===== src/logic/pzg_map.svh =====
// offsets, field positions and reset values of the port zero pin control block
`ifndef PZG_MAP_SVH
`define PZG_MAP_SVH
`define PZG_PINS 8
`define PZG_ANALOG_MASK 8'hFF
`define PZG_OFF_DATA 8'h00
`define PZG_OFF_DIR 8'h04
`define PZG_OFF_AID 8'h08
`define PZG_OFF_STBY 8'h0C
`define PZG_OFF_RMW 8'h10
`define PZG_OFF_LEVEL 8'h14
`define PZG_STBY_SPL_BIT 0
`define PZG_STBY_FLOAT_BIT 1
`define PZG_RST_LATCH 1'b0
`define PZG_RST_DIR 1'b0
`define PZG_RST_AID 1'b0
`define PZG_RST_SPL 1'b0
`endif


===== src/logic/pzg_pkg.sv =====
// types shared by the port zero pin control block
package pzg_pkg;

  typedef struct packed {
    logic cyc;
    logic stb;
    logic we;
    logic [7:0] adr;
    logic [3:0] sel;
    logic [31:0] dat;
  } pzg_wb_req_t;

  typedef struct packed {
    logic latch;
    logic dir;
    logic aid;
    logic periph_oe;
    logic periph_out;
    logic float_req;
    logic irq_en;
  } pzg_pin_ctl_t;

endpackage : pzg_pkg


===== src/logic/pzg_bit_reg.sv =====
// software-written register of per-pin control bits
module pzg_bit_reg #(
  parameter int W = 8,
  parameter logic RST_BIT = 1'b0
) (
  // clock and reset
  input wire logic clk_i,
  input wire logic rst_i,
  // write port
  input wire logic wr_i,
  input wire logic [W-1:0] d_i,
  output logic [W-1:0] q_o
);

  always_ff @(posedge clk_i) begin
    if (rst_i) begin
      q_o <= {W{RST_BIT}};
    end else if (wr_i) begin
      q_o <= d_i;
    end
  end

endmodule : pzg_bit_reg


===== src/logic/pzg_pin_cell.sv =====
// one port pin: drive selection, standby float and input gating
module pzg_pin_cell #(
  parameter logic ANALOG = 1'b1
) (
  // clock and reset
  input wire logic clk_i,
  input wire logic rst_i,
  // control and pin
  input wire pzg_pkg::pzg_pin_ctl_t ctl_i,
  input wire logic pin_in_i,
  output logic pin_out_o,
  output logic pin_oe_o,
  output logic din_o
);
  import pzg_pkg::*;

  wire logic analog_block;
  wire logic float_block;
  wire logic nxt_oe;
  wire logic nxt_out;
  wire logic nxt_din;

  assign analog_block = ANALOG & ~ctl_i.aid;
  assign float_block = ctl_i.float_req & ~ctl_i.irq_en;
  assign nxt_oe = ~ctl_i.float_req & (ctl_i.periph_oe | ctl_i.dir);
  assign nxt_out = ctl_i.periph_oe ? ctl_i.periph_out : ctl_i.latch;
  assign nxt_din = pin_in_i & ~analog_block & ~float_block;

  always_ff @(posedge clk_i) begin
    if (rst_i) begin
      pin_oe_o <= 1'b0;
      pin_out_o <= 1'b0;
      din_o <= 1'b0;
    end else begin
      pin_oe_o <= nxt_oe;
      pin_out_o <= nxt_out;
      din_o <= nxt_din;
    end
  end

endmodule : pzg_pin_cell


===== src/logic/pzg_top.sv =====
// port zero pin control: wishbone registers, pin cells and checks
// Overview of operation
// - direction bit one makes the pin an output port
// - an output port pin drives its data latch bit
// - data writes update the latch; output pins show it one clock later
// - data reads of an output port pin return the latch
// - direction bit zero makes the pin an input port
// - writes to an input pin update the latch but do not drive
// - input pin: ordinary read gives pin level, read-modify-write read gives latch
// - peripheral output enable makes the pin drive the peripheral value
// - peripheral-driven pin: ordinary read gives level, read-modify-write gives latch
// - ordinary reads return the pin level even when a peripheral uses it
// - reset clears direction and analog disable bits
// - standby float forces high impedance and holds the input low
// - an enabled external interrupt keeps its input path open in standby float
// - without float select, standby leaves pins and drive unchanged
//
// Our own choices: the address map and the Wishbone register port.
`include "pzg_map.svh"
module pzg_top #(
  parameter int PINS = `PZG_PINS,
  parameter logic [7:0] ANALOG_MASK = `PZG_ANALOG_MASK
) (
  // clock and reset
  input wire logic clk_i,
  input wire logic rst_i,
  // wishbone slave
  input wire pzg_pkg::pzg_wb_req_t wb_i,
  output logic wb_ack_o,
  output logic [31:0] wb_dat_o,
  // pins
  input wire logic [PINS-1:0] pin_in_i,
  output logic [PINS-1:0] pin_out_o,
  output logic [PINS-1:0] pin_oe_o,
  // peripherals sharing the pins
  input wire logic [PINS-1:0] periph_oe_i,
  input wire logic [PINS-1:0] periph_out_i,
  output logic [PINS-1:0] periph_in_o,
  // standby and external interrupts
  input wire logic standby_i,
  input wire logic [PINS-1:0] ext_irq_en_i
);
  import pzg_pkg::*;

  if (PINS < 1 || PINS > 8) begin : g_bad_pins
    $error("pzg_top: PINS must be 1 to 8");
  end

  function automatic logic hit(input logic [7:0] adr, input logic [7:0] off);
    return adr[7:2] == off[7:2];
  endfunction : hit

  function automatic logic [31:0] zext(input logic [PINS-1:0] v);
    return {{(32 - PINS){1'b0}}, v};
  endfunction : zext

  logic ack_ff;
  logic [31:0] dat_ff;
  logic [PINS-1:0] port_data_latch;
  logic [PINS-1:0] pin_direction_bits;
  logic [PINS-1:0] analog_input_disable_low;
  logic [0:0] standby_pin_float_select;
  pzg_pin_ctl_t ctl [PINS];

  // bus decode
  wire logic req = wb_i.cyc & wb_i.stb;
  wire logic wr_now = req & wb_i.we & ack_ff & wb_i.sel[0];
  wire logic sel_data = hit(wb_i.adr, `PZG_OFF_DATA);
  wire logic sel_dir = hit(wb_i.adr, `PZG_OFF_DIR);
  wire logic sel_aid = hit(wb_i.adr, `PZG_OFF_AID);
  wire logic sel_stby = hit(wb_i.adr, `PZG_OFF_STBY);
  wire logic sel_rmw = hit(wb_i.adr, `PZG_OFF_RMW);
  wire logic sel_level = hit(wb_i.adr, `PZG_OFF_LEVEL);
  wire logic wr_latch = wr_now & (sel_data | sel_rmw);
  wire logic wr_dir = wr_now & sel_dir;
  wire logic wr_aid = wr_now & sel_aid;
  wire logic wr_stby = wr_now & sel_stby;
  wire logic float_now = standby_i & standby_pin_float_select[0];

  // registers
  pzg_bit_reg #(.W(PINS), .RST_BIT(`PZG_RST_LATCH)) u_latch (
    .clk_i(clk_i),
    .rst_i(rst_i),
    .wr_i(wr_latch),
    .d_i(wb_i.dat[PINS-1:0]),
    .q_o(port_data_latch)
  );

  pzg_bit_reg #(.W(PINS), .RST_BIT(`PZG_RST_DIR)) u_dir (
    .clk_i(clk_i),
    .rst_i(rst_i),
    .wr_i(wr_dir),
    .d_i(wb_i.dat[PINS-1:0]),
    .q_o(pin_direction_bits)
  );

  pzg_bit_reg #(.W(PINS), .RST_BIT(`PZG_RST_AID)) u_aid (
    .clk_i(clk_i),
    .rst_i(rst_i),
    .wr_i(wr_aid),
    .d_i(wb_i.dat[PINS-1:0]),
    .q_o(analog_input_disable_low)
  );

  pzg_bit_reg #(.W(1), .RST_BIT(`PZG_RST_SPL)) u_spl (
    .clk_i(clk_i),
    .rst_i(rst_i),
    .wr_i(wr_stby),
    .d_i(wb_i.dat[`PZG_STBY_SPL_BIT]),
    .q_o(standby_pin_float_select)
  );

  // pin cells, one per pin
  for (genvar i = 0; i < PINS; i++) begin : g_pin
    assign ctl[i] = '{latch: port_data_latch[i], dir: pin_direction_bits[i],
                      aid: analog_input_disable_low[i], periph_oe: periph_oe_i[i],
                      periph_out: periph_out_i[i], float_req: float_now,
                      irq_en: ext_irq_en_i[i]};
    pzg_pin_cell #(.ANALOG(ANALOG_MASK[i])) u_cell (
      .clk_i(clk_i),
      .rst_i(rst_i),
      .ctl_i(ctl[i]),
      .pin_in_i(pin_in_i[i]),
      .pin_out_o(pin_out_o[i]),
      .pin_oe_o(pin_oe_o[i]),
      .din_o(periph_in_o[i])
    );
  end

  // read values
  wire logic [PINS-1:0] out_port = pin_direction_bits & ~periph_oe_i;
  wire logic [PINS-1:0] port_rd = (port_data_latch & out_port) | (periph_in_o & ~out_port);
  wire logic [31:0] stby_word = (32'(standby_pin_float_select[0]) << `PZG_STBY_SPL_BIT)
                              | (32'(float_now) << `PZG_STBY_FLOAT_BIT);
  wire logic [31:0] rd_word = sel_data ? zext(port_rd) :
                              sel_rmw ? zext(port_data_latch) :
                              sel_dir ? zext(pin_direction_bits) :
                              sel_aid ? zext(analog_input_disable_low) :
                              sel_stby ? stby_word :
                              sel_level ? zext(periph_in_o) : 32'h0000_0000;

  always_ff @(posedge clk_i) begin
    if (rst_i) begin
      ack_ff <= 1'b0;
      dat_ff <= 32'h0000_0000;
    end else begin
      ack_ff <= req & ~ack_ff;
      if (req & ~ack_ff) begin
        dat_ff <= rd_word;
      end
    end
  end

  assign wb_ack_o = ack_ff;
  assign wb_dat_o = dat_ff;

  // helper state for the checks
  logic [PINS-1:0] out_port_d;
  logic [PINS-1:0] in_port_d;
  logic [PINS-1:0] periph_d;
  logic [PINS-1:0] periph_out_d;
  logic [PINS-1:0] keep_in_d;
  logic [PINS-1:0] pin_in_d;
  logic [PINS-1:0] latch_d;
  logic [PINS-1:0] wdat_d;
  logic float_d;
  logic hold_d;
  logic [PINS-1:0] hold_oe_d;

  always_ff @(posedge clk_i) begin
    out_port_d <= out_port;
    in_port_d <= ~pin_direction_bits & ~periph_oe_i;
    periph_d <= periph_oe_i;
    periph_out_d <= periph_out_i;
    keep_in_d <= ext_irq_en_i & (analog_input_disable_low | ~ANALOG_MASK[PINS-1:0]);
    pin_in_d <= pin_in_i;
    latch_d <= port_data_latch;
    wdat_d <= wb_i.dat[PINS-1:0];
    float_d <= float_now;
    hold_d <= standby_i & ~standby_pin_float_select[0];
    hold_oe_d <= pin_direction_bits | periph_oe_i;
  end
endmodule : pzg_top


===== config.mk =====
export PLATFORM = sky130hd
export DESIGN_NAME = pzg_top
export DESIGN_NICKNAME = d
export VERILOG_FILES = /design/src/logic/pzg_pkg.sv /design/src/logic/pzg_bit_reg.sv /design/src/logic/pzg_pin_cell.sv /design/src/logic/pzg_top.sv
export VERILOG_INCLUDE_DIRS = /design/src /design/src/logic
export SDC_FILE = /design/constraint.sdc
export NUM_CORES = 1
export LEC_CHECK = 0
export BUFFER_PORTS_ARGS = -buffer_cell sky130_fd_sc_hd__buf_2
export CAP_MARGIN = 10
export CORE_MARGIN = 2
export CORE_UTILIZATION = 50
export DETAILED_ROUTE_END_ITERATION = 16
export PLACE_DENSITY = 0.86
export SLEW_MARGIN = 30
export SYNTH_ARGS = -nofsm -noshare
export SYNTH_HDL_FRONTEND = slang
export SYNTH_SLANG_ARGS = --single-unit
export TNS_END_PERCENT = 20

===== constraint.sdc =====
create_clock -name clk_i -period 3.9 [get_ports clk_i]
set_input_delay 0 -clock clk_i [delete_from_list [all_inputs] [get_ports clk_i]]
set_output_delay 0 -clock clk_i [all_outputs]
set_load 0.005 [all_outputs]

==> results.yml, run 1 <==
outcome:
  status: "completed"
grt:
  grt_max_degree: 45
  globalRouteOverflowTotal: 0
  grt_pass1_wl_mm: 10.7
  antenna_found_initial: 0
  track_usage_pct: 22.8
  first_global_vias: 2264
final_layout:
  fillers: 427
  area_delta_synth_final_pct: 29.3
  finish.utilization_pct: 67.2
  final_cell_mix: "85 x buf_2, 58 x dfxtp_1, 42 x dlygate4sd3_1"
  fin_nets: 485
  layout-drive-gt1-share_pct: 27.0
  layout_commonest_cell: "buf_2"
  antennaDiodeCount: 0
yosys:
  synth_area_leaders: "dfxtp_1 41%, mux2i_1 14%, buf_4 13%, nor2_1 5.4%, mux2_1 2.4%"
  ys_ff_latch: 58
  synth_cell_types: 38
  yosysWarnings: 0
  synthAdderAreaFrac_pct: 0
  syn_area_mm2: 0.00286
  synth-edff-count: 0
  synth_top_family_by_area: "multiplexers"
  syn-mean-instance-area_um2: 9.54
  synthSimpleGateAreaFrac_pct: 15.8
  synth.top_cell.area_share_pct: 40.6
  syn_inst: 300
  synthMuxAreaShare_pct: 16.7
  synth_compound_area_share_pct: 11.1
  seq_area_frac_synth_pct: 40.6
  synth_ff_type: "dfxtp_1"
  synth_largest_area_cell: "dfxtp_1"
  async_flop_share_pct: 0
  synth_xor_area_share_pct: 0
worst_setup_path:
  critPathMaxFanout: 9
  critPathBufInv: 1
  cp_cell_sequence: "nand2_1, nor2_1, nor3_1, dlygate4sd3_1"
  crit_path_max_incr_delay_ns: 0.59
  critPathKind: "reg -> reg"
  regToRegStartpoint: "u_spl.q_o$_SDFFE_PP0P_"
  reg2reg_slack_ns: 2.28
  r2r-end: "g_pin[5].u_cell.din_o$_SDFF_PP0_"
  crit_start: "u_spl.q_o$_SDFFE_PP0P_"
  worstSetupStartpointType: "flop"
  cp_top_family: "buffers and inverters"
  cp.required_ns: 4.13
  r2r_cells: 4
  cp.arrival_ns: 1.85
  cpMaxStageDelayCell: "dlygate4sd3_1"
  cp-end-kind: "flop"
worst_hold_path:
  min_to: "wb_ack_o$_SDFF_PP0_"
  hold_depth: 2
  hold_path_class: "in -> reg"
  worstHoldStart: "wb_i[45]"
floorplanning:
  die_h_um: 79.7
  die_area_mm2: 0.00635
  core_region_area_mm2: 0.00551
  die_width_um: 79.7
  rows: 27
  start_util_pct: 52.0
  io_pins: 139
timing:
  tightestPinTransition_ns: 0.998
  setup_viol: 0
  hold_viol: 0
  max_freq_mhz: 617
  drv_slew: 0
  hold_ws_ns: 0.0801
  fin_crit_sh_pct: 41.5
  slew-limit-headroom_pct: 33.5
  finClkSkew_ns: 0.00897
  tns_ns: 0
  fin_crit_ns: 1.62
  rsz0062_at_grt: "false"
place:
  dpl.hpwl_mm: 4.41
  gp_congestion: 0.785
  io_buffer_count: 85
cts:
  cts_tree: "done"
  clk_latency_ns: 0.35
  clkSinkCount: 58
  clockRootBuffer: "clkbuf_8"
  htreeDepth: 3
  cts_made_buffers: 9
  cts_resized: 0
  clockBufferDepth: 2
  clk_pin_slew_ns: 0.06
power:
  power_density_mw_per_mm2: 365
  p_leak_nw: 1.89
  irDropWorstVdd_v: 0.000293
routing:
  routed_wl_mm: 7.06
  wl_per_cell_um: 14.7
  vias: 2393
  drtPass1Iterations: 4
  vias_per_cell: 4.99
  drt_iter0_drc: 83
  drc: 0
  ant_nets: 0
run:
  maxCapViolations: 0
-- worst max-delay path by stage --
| stage | endpoint | cells past startpoint |
|---|---|---|
| floorplan | u_dir.q_o[4]$_SDFFE_PP0P_ | 5 |
| global placement | wb_dat_o[1]$_SDFFE_PP0P_ | 5 |
| detailed placement | wb_dat_o[1]$_SDFFE_PP0P_ | 5 |
| CTS | g_pin[5].u_cell.din_o$_SDFF_PP0_ | 4 |
| global route | g_pin[3].u_cell.din_o$_SDFF_PP0_ | 4 |
| finish | g_pin[5].u_cell.din_o$_SDFF_PP0_ | 4 |
-- routing by layer --
layer	vias to the layer above	global-route usage, %	wire length (um)
li1	1172	-	-
met1	1097	25.2	2790
met2	107	41.0	3620
met3	17	4.07	479
met4	0	12.2	168
met5	-	0	0
-- worst register-to-register path: cells and delay by family (launching register included) --
| family | cells | cell delay [ns] |
|---|---|---|
| and+or+nand+nor | 3 | 0.54 |
| DFF | 1 | 0.38 |
| buffers and inverters | 1 | 0.59 |
-- repair_timing --
action / in CTS / in global routing
hold buffers: 42 / 0
endpoints found under the hold margin: 49 / 0
setup buffers: 0 / 0
-- logic make-up after synthesis --
| family | Yosys count |
|---|---|
| and+or+nand+nor | 80 |
| AOI/OAI and AO/OA | 45 |
| other | 1 |
| buffers and inverters | 69 |
| DFF | 58 |
| muxes | 47 |
-- cell type report --
type                       count  area (um^2)  area share (%)
multi-input combinational    196         1340            36.3
inverter                      11         41.3            1.12
clock buffer                  11          141            3.82
timing repair buffer         127          846            22.9
clock inverter                 5         77.6            2.10
sequential                    58         1160            31.4
tap                           72         90.1            2.43
-- state kept, by name, indices dropped and copies added (netlist names) --
register / flops
g_pin.u_cell.din_o: 8
g_pin.u_cell.pin_oe_o: 8
g_pin.u_cell.pin_out_o: 8
u_aid.q_o: 8
u_dir.q_o: 8
u_latch.q_o: 8
u_spl.q_o: 1
wb_ack_o: 1
wb_dat_o: 8
-- Yosys cell counts (2+ instances only) --
cell type	instances
a21oi_1	10
a22oi_1	6
a2bb2oi_1	6
buf_2	3
buf_4	50
clkbuf_1	5
dfxtp_1	58
inv_1	11
mux2_1	6
mux2i_1	41
nand2_1	12
nand2b_1	2
nand4_4	3
nor2_1	41
nor2b_1	2
nor3_1	8
nor3b_4	2
o211ai_1	2
o21a_1	8
o21ai_1	6
-- power breakdown --
part           internal, W  switching [W]  leakage [nW]
combinational    0.0000636      0.0000639          1.31
sequential        0.000600     0.00000238         0.471
clock             0.000375       0.000246         0.109
-- per-stage QoR --
stage                     instances  instance area [um^2]  setup slack (ns)  power (W)
after CTS                       480                  3690              2.27    0.00135
after floorplan                 323                  2950              2.63   0.000693
after global placement          422                  3060              2.22   0.000712
final                           480                  3700              2.28    0.00135
after detailed placement        422                  3060              2.22   0.000715
after global routing            480                  3700              2.13    0.00139
(Power assumes the default switching activity.)
==> inputs of run 2 (changes only) <==
ABC_AREA = 1   (was not set)
CORE_UTILIZATION = 46   (was 50)
PLACE_DENSITY = 0.8   (was 0.86)
clock period = 1.6 ns   (was 3.9 ns; I/O delays follow)
==> run 2 against run 1 <==
  * Clock skew shrank 0.0013 ns
  * Sequential share of layout area is essentially flat
  * Critical path depth grew 1
  * Total power grew 130%
  * Global-route usage shrank 0.30 points
  * Wire length grew 3.4%
  * Synthesized cell count grew 29%
  * Clock power grew 100%
  * Critical path type unchanged
  * Final cell count grew 21%
  * Clock-buffer cell count grew 3
  * Critical endpoint is now g_pin[3].u_cell.din_o$_SDFF_PP0_
  * Fmax grew 10%
==> results.yml, run 2 <==
outcome:
  status: "completed"
floorplanning:
  die_width_um: 82.2
  core_region_area_mm2: 0.00592
  die_h_um: 82.2
  start_util_pct: 47.5
  rows: 28
  die_area_mm2: 0.00675
  io_pins: 139
routing:
  met2WireLength_mm: 3.46
  drc: 0
  routed_wl_mm: 7.30
  drt_iter0_drc: 234
  wl_met3_um: 603
  drtPass1Iterations: 5
  vias: 2811
  vias_per_cell: 4.85
  routed.top_layer: "met4"
  wl_met1_mm: 3.08
  wl_per_cell_um: 12.6
  ant_nets: 0
grt:
  antenna_found_initial: 0
  first_global_vias: 2484
  grt_pass1_wl_mm: 11.4
  globalRouteOverflowTotal: 0
  track_usage_pct: 22.5
  grt_max_degree: 28
yosys:
  syn-mean-instance-area_um2: 7.28
  ys_ff_latch: 58
  synth_area_leaders: "dfxtp_1 41%, buf_4 13%, nor2_1 8.7%, a21oi_1 8.0%, o21ai_0 6.6%"
  synthTopCellsByCount: "65 x nor2_1, 58 x dfxtp_1, 48 x buf_4, 45 x a21oi_1, 41 x nand2_1"
  seq_area_frac_synth_pct: 41.3
  synth_ff_type: "dfxtp_1"
  synth_cell_types: 24
  syn_inst: 386
  synth-edff-count: 0
  synth_largest_area_cell: "dfxtp_1"
  synth.top_cell.area_share_pct: 41.3
  yosysWarnings: 0
  async_flop_share_pct: 0
  synth_most_common_cell: "nor2_1"
  syn_area_mm2: 0.00281
cts:
  clockRootBuffer: "clkbuf_8"
  postCtsSetupBuffers: 0
  clkSinkCount: 58
  clk_latency_ns: 0.33
  htreeDepth: 3
  cts_made_buffers: 9
  clk_pin_slew_ns: 0.06
  clockBufferDepth: 2
  cts_tree: "done"
final_layout:
  layout-drive-gt1-share_pct: 22.2
  area_delta_synth_final_pct: 31.5
  multiInputGateArea_mm2: 0.00118
  antennaDiodeCount: 0
  layout_commonest_cell: "buf_2"
  seqCellArea_mm2: 0.00116
  fin_nets: 582
  fillers: 538
  finish.utilization_pct: 62.4
  instances_no_fill: 580
  final_cell_mix: "85 x buf_2, 65 x nor2_1, 58 x dfxtp_1"
timing:
  max_freq_mhz: 681
  tightestPinTransition_ns: 0.592
  tns_ns: 0
  fin_crit_ns: 1.47
  fin_crit_sh_pct: 91.8
  slew-limit-headroom_pct: 60.4
  drv_slew: 0
  setup_viol: 0
  hold_viol: 0
  hold_ws_ns: 0.0232
  setup_slack_ns: 0.132
  rsz0062_at_grt: "false"
  finClkSkew_ns: 0.00770
power:
  power_density_mw_per_mm2: 828
  swShare_pct: 24.0
  p_leak_nw: 1.76
  p_clk_share_pct: 40.6
  p_switching_w: 0.000734
  p_int_w: 0.00233
  comb_power_share_pct: 10.8
  p_seq_share_pct: 48.5
  irDropWorstVdd_v: 0.000413
place:
  gp_congestion: 0.868
  place_inst: 519
  io_buffer_count: 85
  pre_cts_slack_ns: 0.223
  dpl.hpwl_mm: 5.00
worst_setup_path:
  critPathKind: "reg -> reg"
  cp-end-kind: "flop"
  cp.arrival_ns: 1.68
  critPathMaxFanout: 8
  cp.required_ns: 1.81
  worstSetupStartpointType: "flop"
run:
  maxCapViolations: 0
worst_hold_path:
  hold_path_class: "in -> reg"
==> run 2: path summary, 6_finish.rpt <==
check / startpoint / to / slack [ns] / cells past startpoint
setup / recovery: u_spl.q_o$_SDFFE_PP0P_ / g_pin[3].u_cell.din_o$_SDFF_PP0_ / 0.13 / 5
hold / removal: periph_oe_i[0] / g_pin[0].u_cell.pin_oe_o$_SDFF_PP0_ / 0.02 / 3
setup reg to reg: u_spl.q_o$_SDFFE_PP0P_ / g_pin[3].u_cell.din_o$_SDFF_PP0_ / 0.13 / 5
hold reg to reg: wb_dat_o[0]$_SDFFE_PP0P_ / wb_dat_o[0]$_SDFFE_PP0P_ / 0.47 / 2
==> run 2: power groups by stage <==
stage / clock network [W] / logic (W) / registers (W)
after global routing: 0.00133 / 0.000370 / 0.00149
final: 0.00124 / 0.000331 / 0.00148
after global placement: 0 / 0.000247 / 0.00152
after CTS: 0.00125 / 0.000326 / 0.00149
after floorplan: 0 / 0.000187 / 0.00152
after detailed placement: 0 / 0.000252 / 0.00152
==> run 2: kinds of logic after synthesis <==
family / after synthesis / synth area share [%]
compound gates: 106 / 20.1
buf+inv: 98 / 19.9
flops: 58 / 41.3
other cells: 1 / 0.133
simple gates: 123 / 18.6
==> run 2: layout make-up <==
cell class              instances  area share (%)
clock inverters                 2           0.271
repair buffers                137            25.1
well taps                      75            2.54
inverters                      41            4.16
multi-input cells             253            31.8
clock buffers                  14            4.67
flip-flops and latches         58            31.4
==> run 2: layer usage <==
metal | vias to the layer above | GRT usage, %
li1 | 1420 | -
met1 | 1249 | 28.7
met2 | 128 | 35.6
met3 | 14 | 5.11
met4 | 0 | 11.2
met5 | - | 0
==> run 2: through the flow <==
step | power, W | cell area (um^2)
4_1_cts | 0.00306 | 3700
3_5_place_dp | 0.00177 | 3060
3_3_place_gp | 0.00176 | 3060
5_1_grt | 0.00319 | 3700
6_report | 0.00306 | 3700
2_1_floorplan | 0.00170 | 2900
==> run 2: what timing repair did <==
action,4_1_cts,5_1_grt
hold buffers,45,0
setup endpoints to repair,0,0
resized for setup,0,0
hold endpoints to repair,39,0
==> run 2: worst max-delay path: stages, from the launching register on <==
cell and delay (ns):
dfxtp_1 0.34, nand2_1 0.09, buf_4 0.17, o211ai_1 0.14, dlygate4sd3_1 0.57, nor2_1 0.04
